<file path="config.mk">
export PLATFORM = sky130hd
export DESIGN_NAME = tc8_waveform
export DESIGN_NICKNAME = d
export VERILOG_FILES = /design/src/rtl/tc8_pkg.sv /design/src/rtl/tc8_waveform.sv
export VERILOG_INCLUDE_DIRS = /design/src /design/src/rtl
export SDC_FILE = /design/constraint.sdc
export NUM_CORES = 1
export LEC_CHECK = 0
export BUFFER_PORTS_ARGS = -buffer_cell sky130_fd_sc_hd__buf_2
export CORE_MARGIN = 2
export CORE_UTILIZATION = 56
export CTS_CLUSTER_SIZE = 30
export DETAILED_ROUTE_END_ITERATION = 6
export GPL_ROUTABILITY_DRIVEN = 0
export PLACE_DENSITY = 0.81
export SLEW_MARGIN = 20
export SYNTH_ARGS = -nofsm -noshare
export SYNTH_HDL_FRONTEND = slang
export SYNTH_SLANG_ARGS = --single-unit
</file>
<file path="constraint.sdc">
create_clock -name ref_clk -period 2.95 [get_ports ref_clk]
set_input_delay 0.1475 -clock ref_clk [delete_from_list [all_inputs] [get_ports ref_clk]]
set_output_delay 0.1475 -clock ref_clk [all_outputs]
set_load 0.05 [all_outputs]
</file>
<file path="src/rtl/tc8_params.svh">
`ifndef TC8_PARAMS_SVH
`define TC8_PARAMS_SVH
// ************************************************************
// register indices (byte address is four times the index)
// ************************************************************
`define TC8_IDX_FLAGS 8'h15
`define TC8_IDX_CTRL_A 8'h24
`define TC8_IDX_CTRL_B 8'h25
`define TC8_IDX_COUNT 8'h26
`define TC8_IDX_CMP_A 8'h27
`define TC8_IDX_CMP_B 8'h28
`define TC8_IDX_MASK 8'h2E
// ************************************************************
// field positions
// ************************************************************
`define TC8_COM_A_HI 7
`define TC8_COM_A_LO 6
`define TC8_COM_B_HI 5
`define TC8_COM_B_LO 4
`define TC8_WGM_HI_BIT 3
`define TC8_FORCE_A_BIT 7
`define TC8_FORCE_B_BIT 6
`define TC8_FLAG_OVF 0
`define TC8_FLAG_A 1
`define TC8_FLAG_B 2
// ************************************************************
// reset values, masks and counts
// ************************************************************
`define TC8_CTRL_A_RST 8'h00
`define TC8_CTRL_B_RST 8'h00
`define TC8_CTRL_A_RMASK 8'hF3
`define TC8_CTRL_B_RMASK 8'h0F
`define TC8_MAX 8'hFF
`define TC8_COUNT_FLOOR 8'h00
`define TC8_PRE_DIV8 3'h7
`define TC8_PRE_DIV64 6'h3F
`define TC8_PRE_DIV256 8'hFF
`define TC8_PRE_DIV1024 10'h3FF
`endif

</file>
<file path="src/rtl/tc8_pkg.sv">
package tc8_pkg;
  typedef enum logic [1:0] {
    TC8_UP = 2'b01,
    TC8_DOWN = 2'b10
  } tc8_dir_t;
  typedef enum logic [2:0] {
    TC8_M_NORMAL = 3'h0,
    TC8_M_PHASE_MAX = 3'h1,
    TC8_M_CLEAR = 3'h2,
    TC8_M_FAST_MAX = 3'h3,
    TC8_M_RSV4 = 3'h4,
    TC8_M_PHASE_A = 3'h5,
    TC8_M_RSV6 = 3'h6,
    TC8_M_FAST_A = 3'h7
  } tc8_mode_t;
endpackage

</file>
<file path="src/rtl/tc8_waveform.sv">
// Behaviour
// - synchronous timer; the tick is a clock enable on the bus clock
// - compare-B match always sets its flag; compare-A flag sets on match
// - clear-on-match and fast mode 7: compare-A match sets flag, clears counter
// - any nonzero output-mode bit routes the wave output to the pin
// - non-PWM output modes: 00 off, 01 toggle, 10 clear, 11 set on match
// - PWM channel A mode 01: off unless mode high bit set, then toggle
// - fast PWM channel A: 10 clear on match, set at wrap; 11 reversed
// - fast PWM channel B: 10 clear match, set wrap; 11 reversed; 01 reserved
// - phase PWM channel A: 10 clear up-match, set down-match; 11 inverted
// - phase PWM channel B: same as A; 01 reserved
// - fast PWM compare equal to limit with upper bit: match ignored, wrap acts
// - phase PWM compare equal to limit with upper bit: act at the limit
// - three-bit mode from control A low bits and control B bit 3
// - mode table: limits 0xFF or compare A; modes 4 and 6 reserved
// - compare buffer update and overflow flag timing per mode
// - control A resets to zero; bits 3 and 2 read zero
// - control B bit 3 holds mode high bit; bits 2..0 pick clock source
//
// The AHB-Lite interface to the registers is this design's own decision.
`timescale 1ns/1ns
`default_nettype none
`include "tc8_params.svh"

module tc8_waveform #(
  parameter int COUNT_W = 8,
  parameter int PRE_W = 10
) (
  input wire logic ref_clk,
  input wire logic rst_n,
  input wire logic hsel,
  input wire logic [31:0] haddr,
  input wire logic [1:0] htrans,
  input wire logic hwrite,
  input wire logic [2:0] hsize,
  input wire logic [31:0] hwdata,
  input wire logic hready,
  output logic hreadyout,
  output logic [31:0] hrdata,
  output logic hresp,
  input wire logic ext_clk_in,
  output logic wave_out_a,
  output logic wave_route_a,
  output logic wave_out_b,
  output logic wave_route_b,
  output logic irq
);

  // ************************************************************
  // elaboration checks
  // ************************************************************
  if (COUNT_W != 8) begin : g_bad_width
    $error("tc8_waveform: COUNT_W must be 8");
  end
  if (PRE_W < 10) begin : g_bad_pre
    $error("tc8_waveform: PRE_W must be at least 10");
  end

  // ************************************************************
  // helpers
  // ************************************************************
  function automatic logic is_phase(input logic [2:0] m);
    is_phase = (m == tc8_pkg::TC8_M_PHASE_MAX) || (m == tc8_pkg::TC8_M_PHASE_A);
  endfunction

  function automatic logic is_fast(input logic [2:0] m);
    is_fast = (m == tc8_pkg::TC8_M_FAST_MAX) || (m == tc8_pkg::TC8_M_FAST_A);
  endfunction

  // next level of one wave output for one timer step
  function automatic logic wave_step(
    input logic cur,
    input logic [1:0] com,
    input logic [2:0] m,
    input logic chan_a,
    input logic match,
    input logic up,
    input logic limit_ev,
    input logic cmp_top
  );
    logic r;
    r = cur;
    if (!is_phase(m) && !is_fast(m)) begin
      if (match) begin
        case (com)
          2'b01: r = ~cur;
          2'b10: r = 1'b0;
          2'b11: r = 1'b1;
          default: r = cur;
        endcase
      end
    end else if (com == 2'b01) begin
      // channel B 01 is reserved and left idle
      if (chan_a && m[2] && match) begin
        r = ~cur;
      end
    end else if (com[1]) begin
      if (is_fast(m)) begin
        if (limit_ev) begin
          r = ~com[0];
        end else if (match && !cmp_top) begin
          r = com[0];
        end
      end else begin
        if (cmp_top) begin
          // keeps the level a down-count match would leave, so 10 stays high
          if (limit_ev) begin
            r = ~com[0];
          end
        end else if (match) begin
          r = up ? com[0] : ~com[0];
        end
      end
    end
    wave_step = r;
  endfunction

  function automatic logic [7:0] read_mux(
    input logic [7:0] idx,
    input logic [7:0] ca,
    input logic [7:0] cb,
    input logic [7:0] cnt,
    input logic [7:0] ba,
    input logic [7:0] bb,
    input logic [2:0] fl,
    input logic [2:0] mk
  );
    case (idx)
      `TC8_IDX_CTRL_A: read_mux = ca & `TC8_CTRL_A_RMASK;
      `TC8_IDX_CTRL_B: read_mux = cb & `TC8_CTRL_B_RMASK;
      `TC8_IDX_COUNT: read_mux = cnt;
      `TC8_IDX_CMP_A: read_mux = ba;
      `TC8_IDX_CMP_B: read_mux = bb;
      `TC8_IDX_FLAGS: read_mux = {5'h00, fl};
      `TC8_IDX_MASK: read_mux = {5'h00, mk};
      default: read_mux = 8'h00;
    endcase
  endfunction

  // ************************************************************
  // AHB-Lite slave
  // ************************************************************
  logic dp_valid_r, dp_valid_nxt;
  logic dp_write_r, dp_write_nxt;
  logic dp_ok_r, dp_ok_nxt;
  logic [7:0] dp_idx_r, dp_idx_nxt;
  logic rd_done_r, rd_done_nxt;
  logic [7:0] rdata_r, rdata_nxt;
  logic [7:0] ctrl_a_r, ctrl_b_r, cmp_buf_a_r, cmp_buf_b_r, count_r;
  logic [2:0] flags_r, mask_r;
  logic take, wr_stb;
  logic [7:0] wd;

  // reads take one wait state so a write just ahead is always visible
  assign hreadyout = ~(dp_valid_r & ~dp_write_r & ~rd_done_r);
  assign hresp = 1'b0;
  assign hrdata = {24'h000000, rdata_r};
  assign take = hsel & hready & htrans[1];
  assign wr_stb = dp_valid_r & dp_write_r & dp_ok_r;
  assign wd = hwdata[7:0];

  always_comb begin
    dp_valid_nxt = dp_valid_r;
    dp_write_nxt = dp_write_r;
    dp_ok_nxt = dp_ok_r;
    dp_idx_nxt = dp_idx_r;
    rd_done_nxt = rd_done_r;
    rdata_nxt = rdata_r;
    if (hreadyout) begin
      dp_valid_nxt = take;
      dp_write_nxt = hwrite;
      dp_ok_nxt = (haddr[31:10] == 22'h000000) && (haddr[1:0] == 2'h0) &&
                  (hsize == 3'h2);
      dp_idx_nxt = haddr[9:2];
      rd_done_nxt = 1'b0;
    end else begin
      rd_done_nxt = 1'b1;
      rdata_nxt = dp_ok_r ? read_mux(dp_idx_r, ctrl_a_r, ctrl_b_r, count_r,
                                     cmp_buf_a_r, cmp_buf_b_r, flags_r, mask_r)
                          : 8'h00;
    end
  end

  always_ff @(posedge ref_clk or negedge rst_n) begin
    if (!rst_n) begin
      dp_valid_r <= 1'b0;
      dp_write_r <= 1'b0;
      dp_ok_r <= 1'b0;
      dp_idx_r <= 8'h00;
      rd_done_r <= 1'b0;
      rdata_r <= 8'h00;
    end else begin
      dp_valid_r <= dp_valid_nxt;
      dp_write_r <= dp_write_nxt;
      dp_ok_r <= dp_ok_nxt;
      dp_idx_r <= dp_idx_nxt;
      rd_done_r <= rd_done_nxt;
      rdata_r <= rdata_nxt;
    end
  end

  // ************************************************************
  // software registers
  // ************************************************************
  logic [7:0] ctrl_a_nxt, ctrl_b_nxt, cmp_buf_a_nxt, cmp_buf_b_nxt;
  logic [2:0] flags_nxt, mask_nxt, flag_ev;
  logic [2:0] mode;
  logic [1:0] com_a, com_b;

  assign com_a = ctrl_a_r[`TC8_COM_A_HI:`TC8_COM_A_LO];
  assign com_b = ctrl_a_r[`TC8_COM_B_HI:`TC8_COM_B_LO];
  assign mode = {ctrl_b_r[`TC8_WGM_HI_BIT], ctrl_a_r[1:0]};

  always_comb begin
    ctrl_a_nxt = ctrl_a_r;
    ctrl_b_nxt = ctrl_b_r;
    cmp_buf_a_nxt = cmp_buf_a_r;
    cmp_buf_b_nxt = cmp_buf_b_r;
    mask_nxt = mask_r;
    flags_nxt = flags_r;
    if (wr_stb) begin
      case (dp_idx_r)
        `TC8_IDX_CTRL_A: ctrl_a_nxt = wd & `TC8_CTRL_A_RMASK;
        `TC8_IDX_CTRL_B: ctrl_b_nxt = wd & `TC8_CTRL_B_RMASK;
        `TC8_IDX_CMP_A: cmp_buf_a_nxt = wd;
        `TC8_IDX_CMP_B: cmp_buf_b_nxt = wd;
        `TC8_IDX_MASK: mask_nxt = wd[2:0];
        `TC8_IDX_FLAGS: flags_nxt = flags_r & ~wd[2:0];
        default: flags_nxt = flags_r;
      endcase
    end
    // a new event wins over a write-one clear in the same cycle
    flags_nxt = flags_nxt | flag_ev;
  end

  always_ff @(posedge ref_clk or negedge rst_n) begin
    if (!rst_n) begin
      ctrl_a_r <= `TC8_CTRL_A_RST;
      ctrl_b_r <= `TC8_CTRL_B_RST;
      cmp_buf_a_r <= 8'h00;
      cmp_buf_b_r <= 8'h00;
      mask_r <= 3'h0;
      flags_r <= 3'h0;
    end else begin
      ctrl_a_r <= ctrl_a_nxt;
      ctrl_b_r <= ctrl_b_nxt;
      cmp_buf_a_r <= cmp_buf_a_nxt;
      cmp_buf_b_r <= cmp_buf_b_nxt;
      mask_r <= mask_nxt;
      flags_r <= flags_nxt;
    end
  end

  assign irq = |(flags_r & mask_r);

  // ************************************************************
  // tick, counter and compare buffers
  // ************************************************************
  logic [PRE_W-1:0] pre_r, pre_nxt;
  logic ext_prev_r, tick, cnt_wr, blk_r, blk_nxt;
  logic [7:0] count_nxt, top, cmp_act_a_r, cmp_act_a_nxt, cmp_act_b_r, cmp_act_b_nxt;
  tc8_pkg::tc8_dir_t dir_r, dir_nxt;
  logic at_limit, wrap_ev, force_a, force_b;
  logic [1:0] match;
  logic [1:0] wave_r, wave_nxt;

  assign cnt_wr = wr_stb && (dp_idx_r == `TC8_IDX_COUNT);
  // the tick only enables the bus clock, so no second clock domain exists
  always_comb begin
    case (ctrl_b_r[2:0])
      3'h1: tick = 1'b1;
      3'h2: tick = (pre_r[2:0] == `TC8_PRE_DIV8);
      3'h3: tick = (pre_r[5:0] == `TC8_PRE_DIV64);
      3'h4: tick = (pre_r[7:0] == `TC8_PRE_DIV256);
      3'h5: tick = (pre_r[9:0] == `TC8_PRE_DIV1024);
      3'h6: tick = ext_prev_r & ~ext_clk_in;
      3'h7: tick = ~ext_prev_r & ext_clk_in;
      default: tick = 1'b0;
    endcase
  end

  // compare A sets the limit in modes 2, 5 and 7
  assign top = (mode == tc8_pkg::TC8_M_CLEAR || mode == tc8_pkg::TC8_M_PHASE_A ||
                mode == tc8_pkg::TC8_M_FAST_A) ? cmp_act_a_r : `TC8_MAX;
  assign at_limit = tick && (count_r == top);
  assign wrap_ev = at_limit && is_fast(mode);
  // a counter write blocks the compare on the next tick
  assign match[0] = tick && !blk_r && (count_r == cmp_act_a_r);
  assign match[1] = tick && !blk_r && (count_r == cmp_act_b_r);
  assign force_a = wr_stb && (dp_idx_r == `TC8_IDX_CTRL_B) && wd[`TC8_FORCE_A_BIT] &&
                   !is_phase(mode) && !is_fast(mode);
  assign force_b = wr_stb && (dp_idx_r == `TC8_IDX_CTRL_B) && wd[`TC8_FORCE_B_BIT] &&
                   !is_phase(mode) && !is_fast(mode);

  always_comb begin
    flag_ev = 3'h0;
    flag_ev[`TC8_FLAG_A] = match[0];
    flag_ev[`TC8_FLAG_B] = match[1];
    if (is_phase(mode)) begin
      flag_ev[`TC8_FLAG_OVF] = tick && (count_r == `TC8_COUNT_FLOOR) &&
                               (dir_r == tc8_pkg::TC8_DOWN);
    end else if (mode == tc8_pkg::TC8_M_FAST_A) begin
      flag_ev[`TC8_FLAG_OVF] = at_limit;
    end else begin
      flag_ev[`TC8_FLAG_OVF] = tick && (count_r == `TC8_MAX);
    end
  end

  always_comb begin
    pre_nxt = PRE_W'(pre_r + 1'b1);
    count_nxt = count_r;
    dir_nxt = dir_r;
    blk_nxt = blk_r;
    cmp_act_a_nxt = cmp_act_a_r;
    cmp_act_b_nxt = cmp_act_b_r;
    if (tick) begin
      blk_nxt = 1'b0;
    end
    if (!is_phase(mode)) begin
      dir_nxt = tc8_pkg::TC8_UP;
    end
    if (cnt_wr) begin
      count_nxt = wd;
      blk_nxt = 1'b1;
    end else if (tick) begin
      if (is_phase(mode)) begin
        case (dir_r)
          tc8_pkg::TC8_UP: begin
            if (count_r == top) begin
              dir_nxt = tc8_pkg::TC8_DOWN;
              count_nxt = (count_r == `TC8_COUNT_FLOOR) ? count_r : 8'(count_r - 8'h01);
            end else begin
              count_nxt = 8'(count_r + 8'h01);
            end
          end
          tc8_pkg::TC8_DOWN: begin
            if (count_r == `TC8_COUNT_FLOOR) begin
              dir_nxt = tc8_pkg::TC8_UP;
              // a limit of zero parks the counter at count_floor
              count_nxt = (count_r == top) ? count_r : 8'(count_r + 8'h01);
            end else begin
              count_nxt = 8'(count_r - 8'h01);
            end
          end
          default: dir_nxt = tc8_pkg::TC8_UP;
        endcase
      end else if ((is_fast(mode) || mode == tc8_pkg::TC8_M_CLEAR) && count_r == top) begin
        count_nxt = `TC8_COUNT_FLOOR;
      end else begin
        count_nxt = 8'(count_r + 8'h01);
      end
    end
    // buffered modes load at the limit tick; fast mode then wraps to count_floor
    if (!is_phase(mode) && !is_fast(mode)) begin
      cmp_act_a_nxt = cmp_buf_a_r;
      cmp_act_b_nxt = cmp_buf_b_r;
    end else if (at_limit) begin
      cmp_act_a_nxt = cmp_buf_a_r;
      cmp_act_b_nxt = cmp_buf_b_r;
    end
  end

  always_ff @(posedge ref_clk or negedge rst_n) begin
    if (!rst_n) begin
      pre_r <= '0;
      ext_prev_r <= 1'b0;
      count_r <= 8'h00;
      dir_r <= tc8_pkg::TC8_UP;
      blk_r <= 1'b0;
      cmp_act_a_r <= 8'h00;
      cmp_act_b_r <= 8'h00;
    end else begin
      pre_r <= pre_nxt;
      ext_prev_r <= ext_clk_in;
      count_r <= count_nxt;
      dir_r <= dir_nxt;
      blk_r <= blk_nxt;
      cmp_act_a_r <= cmp_act_a_nxt;
      cmp_act_b_r <= cmp_act_b_nxt;
    end
  end

  // ************************************************************
  // wave outputs
  // ************************************************************
  genvar gi;
  for (gi = 0; gi < 2; gi++) begin : g_chan
    always_comb begin
      if (gi == 0) begin
        wave_nxt[gi] = wave_step(wave_r[gi], com_a, mode, 1'b1, match[0] | force_a,
                                 dir_r == tc8_pkg::TC8_UP,
                                 is_fast(mode) ? wrap_ev : at_limit,
                                 com_a[1] && (cmp_act_a_r == top));
      end else begin
        wave_nxt[gi] = wave_step(wave_r[gi], com_b, mode, 1'b0, match[1] | force_b,
                                 dir_r == tc8_pkg::TC8_UP,
                                 is_fast(mode) ? wrap_ev : at_limit,
                                 com_b[1] && (cmp_act_b_r == top));
      end
    end
  end

  always_ff @(posedge ref_clk or negedge rst_n) begin
    if (!rst_n) begin
      wave_r <= 2'h0;
    end else begin
      wave_r <= wave_nxt;
    end
  end

  assign wave_out_a = wave_r[0];
  assign wave_out_b = wave_r[1];
  assign wave_route_a = |com_a;
  assign wave_route_b = |com_b;
endmodule // tc8_waveform
`default_nettype wire

</file>
==> flow_metrics.tcl <==
set metrics [dict create \
    rsz0062_at_grt "no" \
    clock_latency_ps 370 \
    via_per_inst 6.17 \
    clock_path_buffers 2 \
    timing.fmax_ghz 0.356 \
    ys_types 72 \
    pwr_density_cell_nw_per_um2 378 \
    wirelength_um 15100 \
    die_x_um 104 \
    cts_made_buffers 9 \
    die_y_um 104 \
    drive_above_1_share_pct 22.9 \
    postCtsSetupRepairBufs 0 \
    gr-usage-all-layers_pct 27.8 \
    netlist_area_sq_um 5640 \
    path_cells "ha_1, nand3_1, or2_1, a311o_1, and2_4, or4_1, o311ai_0, o2111ai_1, o211a_1" \
    cts-root-buf "clkbuf_8" \
    cap_violations 0 \
    hold_viol 0 \
    peakVddDrop_v 0.000303 \
    cts_tree "built" \
    worst_slew_pin_slew_ps 828 \
    antenna_cells 0 \
    placed_cells 782 \
    yosys_register_bits 92 \
    antenna_left 0 \
    arrival_ps 3070 \
    tns_ps 0 \
    drc 0 \
    grt_first_pass_wirelength_um 24200 \
    setup-violations-final 0 \
    min_period_ps 2810 \
    layout.area.seq_sq_um 2300 \
    power.leakage_uw 0.00302 \
    yosys_warnings 0 \
    yosys-top-cells-area "dfrtp_1 40%, mux2_2 8.0%, nand2_1 5.3%" \
    end_kind "register" \
    start_util_pct 57.7 \
    synthToLayoutAreaGrowth_pct 13.7 \
    clk_pin_slew_ps 100 \
    first_global_vias 4802 \
    io_pins 114 \
    synth_cells 597 \
    crit_family "simple AND/OR/NAND/NOR gates" \
    ys_seq_area_share_pct 40.8 \
    drt_iter0_markers 437 \
    critPathMaxFanout 9 \
    avgSynthCellArea_sq_um 9.45 \
    grt_overflow 0 \
    multi_input_area_sq_um 3040 \
    io_buffer_count 63 \
    layout.cells.non_filler 809 \
    path_class "register to register" \
    crit_slowest_cell "or4_1" \
    status "finished, final reports clean" \
    worstPathRequired_ps 3220 \
    synth_ff_type "dfrtp_1" \
    synth_largest_area_cell "dfrtp_1" \
    hpwl_um 11100 \
    final.period_utilization_pct 95.1 \
    fin_skew_ps 10.5 \
    synth_top_cell_area_share_pct 40.4 \
    fin_nets 753 \
    dieArea_sq_um 10900 \
    grt_max_degree 93 \
    max_stage_delay_ps 490 \
    antenna_found_initial 0 \
    startpoint_type "register" \
    h-tree-depth 3 \
    avgRoutedWirePerCell_um 18.7 \
    hold_path.class "input pin to register" \
    finalMaxSlewViolations 0 \
    slew_headroom_pct 44.8 \
    nFillCells 794 \
    cp_num_buf_inv 0 \
    synth_edf_count 0 \
    num_rows 36 \
    synth-async-reset-ratio_pct 100 \
    cts.sinks 92 \
    vias 4992 \
    core-area_sq_um 9770 \
    firstDrtPassIters 5 \
]
kinds of logic (layout without fill, tap and decap cells):
family                   count (synthesis)  after routing  synth area share, %
AO/OA/AOI/OAI                          121            121                 15.9
other                                    1             25               0.0665
multiplexers                            51             51                 9.94
AND/OR/NAND/NOR                        221            221                 20.1
XOR/XNOR                                29             29                 4.50
buffers and inverters                   75            130                 7.08
flip-flops                              92             92                 40.8
adder cells (fa/ha/maj)                  7              7                 1.55
power by group:
part | switching, uW | internal [uW] | leakage (uW)
clock network | 507 | 417 | 0.000111
logic | 148 | 55.4 | 0.00173
registers | 22.1 | 1280 | 0.00118
placed cells by master (no fill, tap or decap), types with 7 or more instances in the layout:
cell and instances:
mux2i_1 10, nor3_1 12, dlygate4sd3_1 11, nand3_1 19, buf_2 62, nand4_1 9, clkbuf_8 9, nor2_1 24
buf_4 23, a22o_1 9, conb_1 25, xor2_1 13, a21oi_1 14, nor2b_1 9, nand2b_1 7, and3_1 15
mux2_2 40, dfrtp_1 91, o21ai_0 29, xnor2_1 16, nand2_1 80, inv_1 15, nor4_1 10, ha_1 7
cell type report:
class                           count  share of cell area [%]
Multi-Input combinational cell    454                    47.4
Tap cell                          133                    2.60
Inverter                           16                   0.937
Timing Repair Buffer               98                    9.74
Sequential cell                    92                    35.9
Clock buffer                        9                    1.93
Clock inverter                      7                    1.48
synthesized netlist by cell type (5+ instances only):
| cell type | number |
|---|---|
| dfrtp_1 | 91 |
| nand3_1 | 19 |
| buf_4 | 25 |
| inv_1 | 15 |
| xnor2_1 | 16 |
| a21oi_1 | 14 |
| nor2b_1 | 9 |
| nand2b_1 | 7 |
| nor3_1 | 12 |
| and2_1 | 7 |
| xor2_1 | 13 |
| mux2_2 | 40 |
| and3_1 | 15 |
| mux2i_1 | 11 |
| a2111oi_0 | 7 |
| nor3b_1 | 5 |
| a222oi_1 | 6 |
| a22o_1 | 9 |
| o21ai_0 | 29 |
| nand4_1 | 9 |
| ha_1 | 7 |
| nor2_1 | 24 |
| nand2_1 | 80 |
| nor4_1 | 10 |
| clkbuf_1 | 28 |
worst register-to-register path, stage by stage, from the launching register on:
cell and delay (ps):
dfrtp_1 400, ha_1 220, nand3_1 120, or2_1 290, a311o_1 430, and2_4 200
or4_1 490, o311ai_0 170, o2111ai_1 220, o211a_1 170
metrics by stage:
step	worst slack (ps)	area (sq um)	hold WS (ps)	utilization [%]	power, uW
floorplan	325	5730	-148	-	1460
CTS	98.5	6390	2.45	65.3	2430
global placement	168	6070	280	62.1	1510
detailed placement	163	6070	292	62.1	1510
finish	144	6410	7.15	65.6	2420
global route	24.7	6410	16.5	65.6	2500
flip-flops by register name (all words and copies together), names as in the netlist, 2 cells and up:
| register | flops |
|---|---|
| cmp_act_a_r | 8 |
| cmp_act_b_r | 8 |
| cmp_buf_a_r | 8 |
| cmp_buf_b_r | 8 |
| count_r | 8 |
| ctrl_a_r | 6 |
| ctrl_b_r | 4 |
| dir_r | 2 |
| dp_idx_r | 8 |
| flags_r | 3 |
| mask_r | 3 |
| pre_r | 10 |
| rdata_r | 8 |
| wave_r | 2 |
per-layer routing:
layer  GRT usage (%)  routed length, um
met5               0                  0
met4            12.9                625
met3            4.45               1060
met2            45.4               7330
met1            36.4               6100
timing repair:
| action | CTS | global route |
|---|---|---|
| hold buffers | 10 | 1 |
| endpoints found under the hold margin | 10 | 91 |
| setup endpoints to repair | 0 | 5 |
| gates resized for setup | 0 | 6 |
final timing paths:
check	startpoint	endpoint	slack [ps]	depth (start not counted)
setup / recovery	pre_r[0]	wave_r[0]	140	9
hold / removal	hready	dp_valid_r	7	3
setup reg to reg	pre_r[0]	wave_r[0]	140	9
hold reg to reg	pre_r[9]	pre_r[9]	490	1
max in group asynchronous	rst_n	blk_r	1980	2
min in group asynchronous	rst_n	count_r[4]	370	2
No activity file was read; power rests on OpenSTA's default activity.
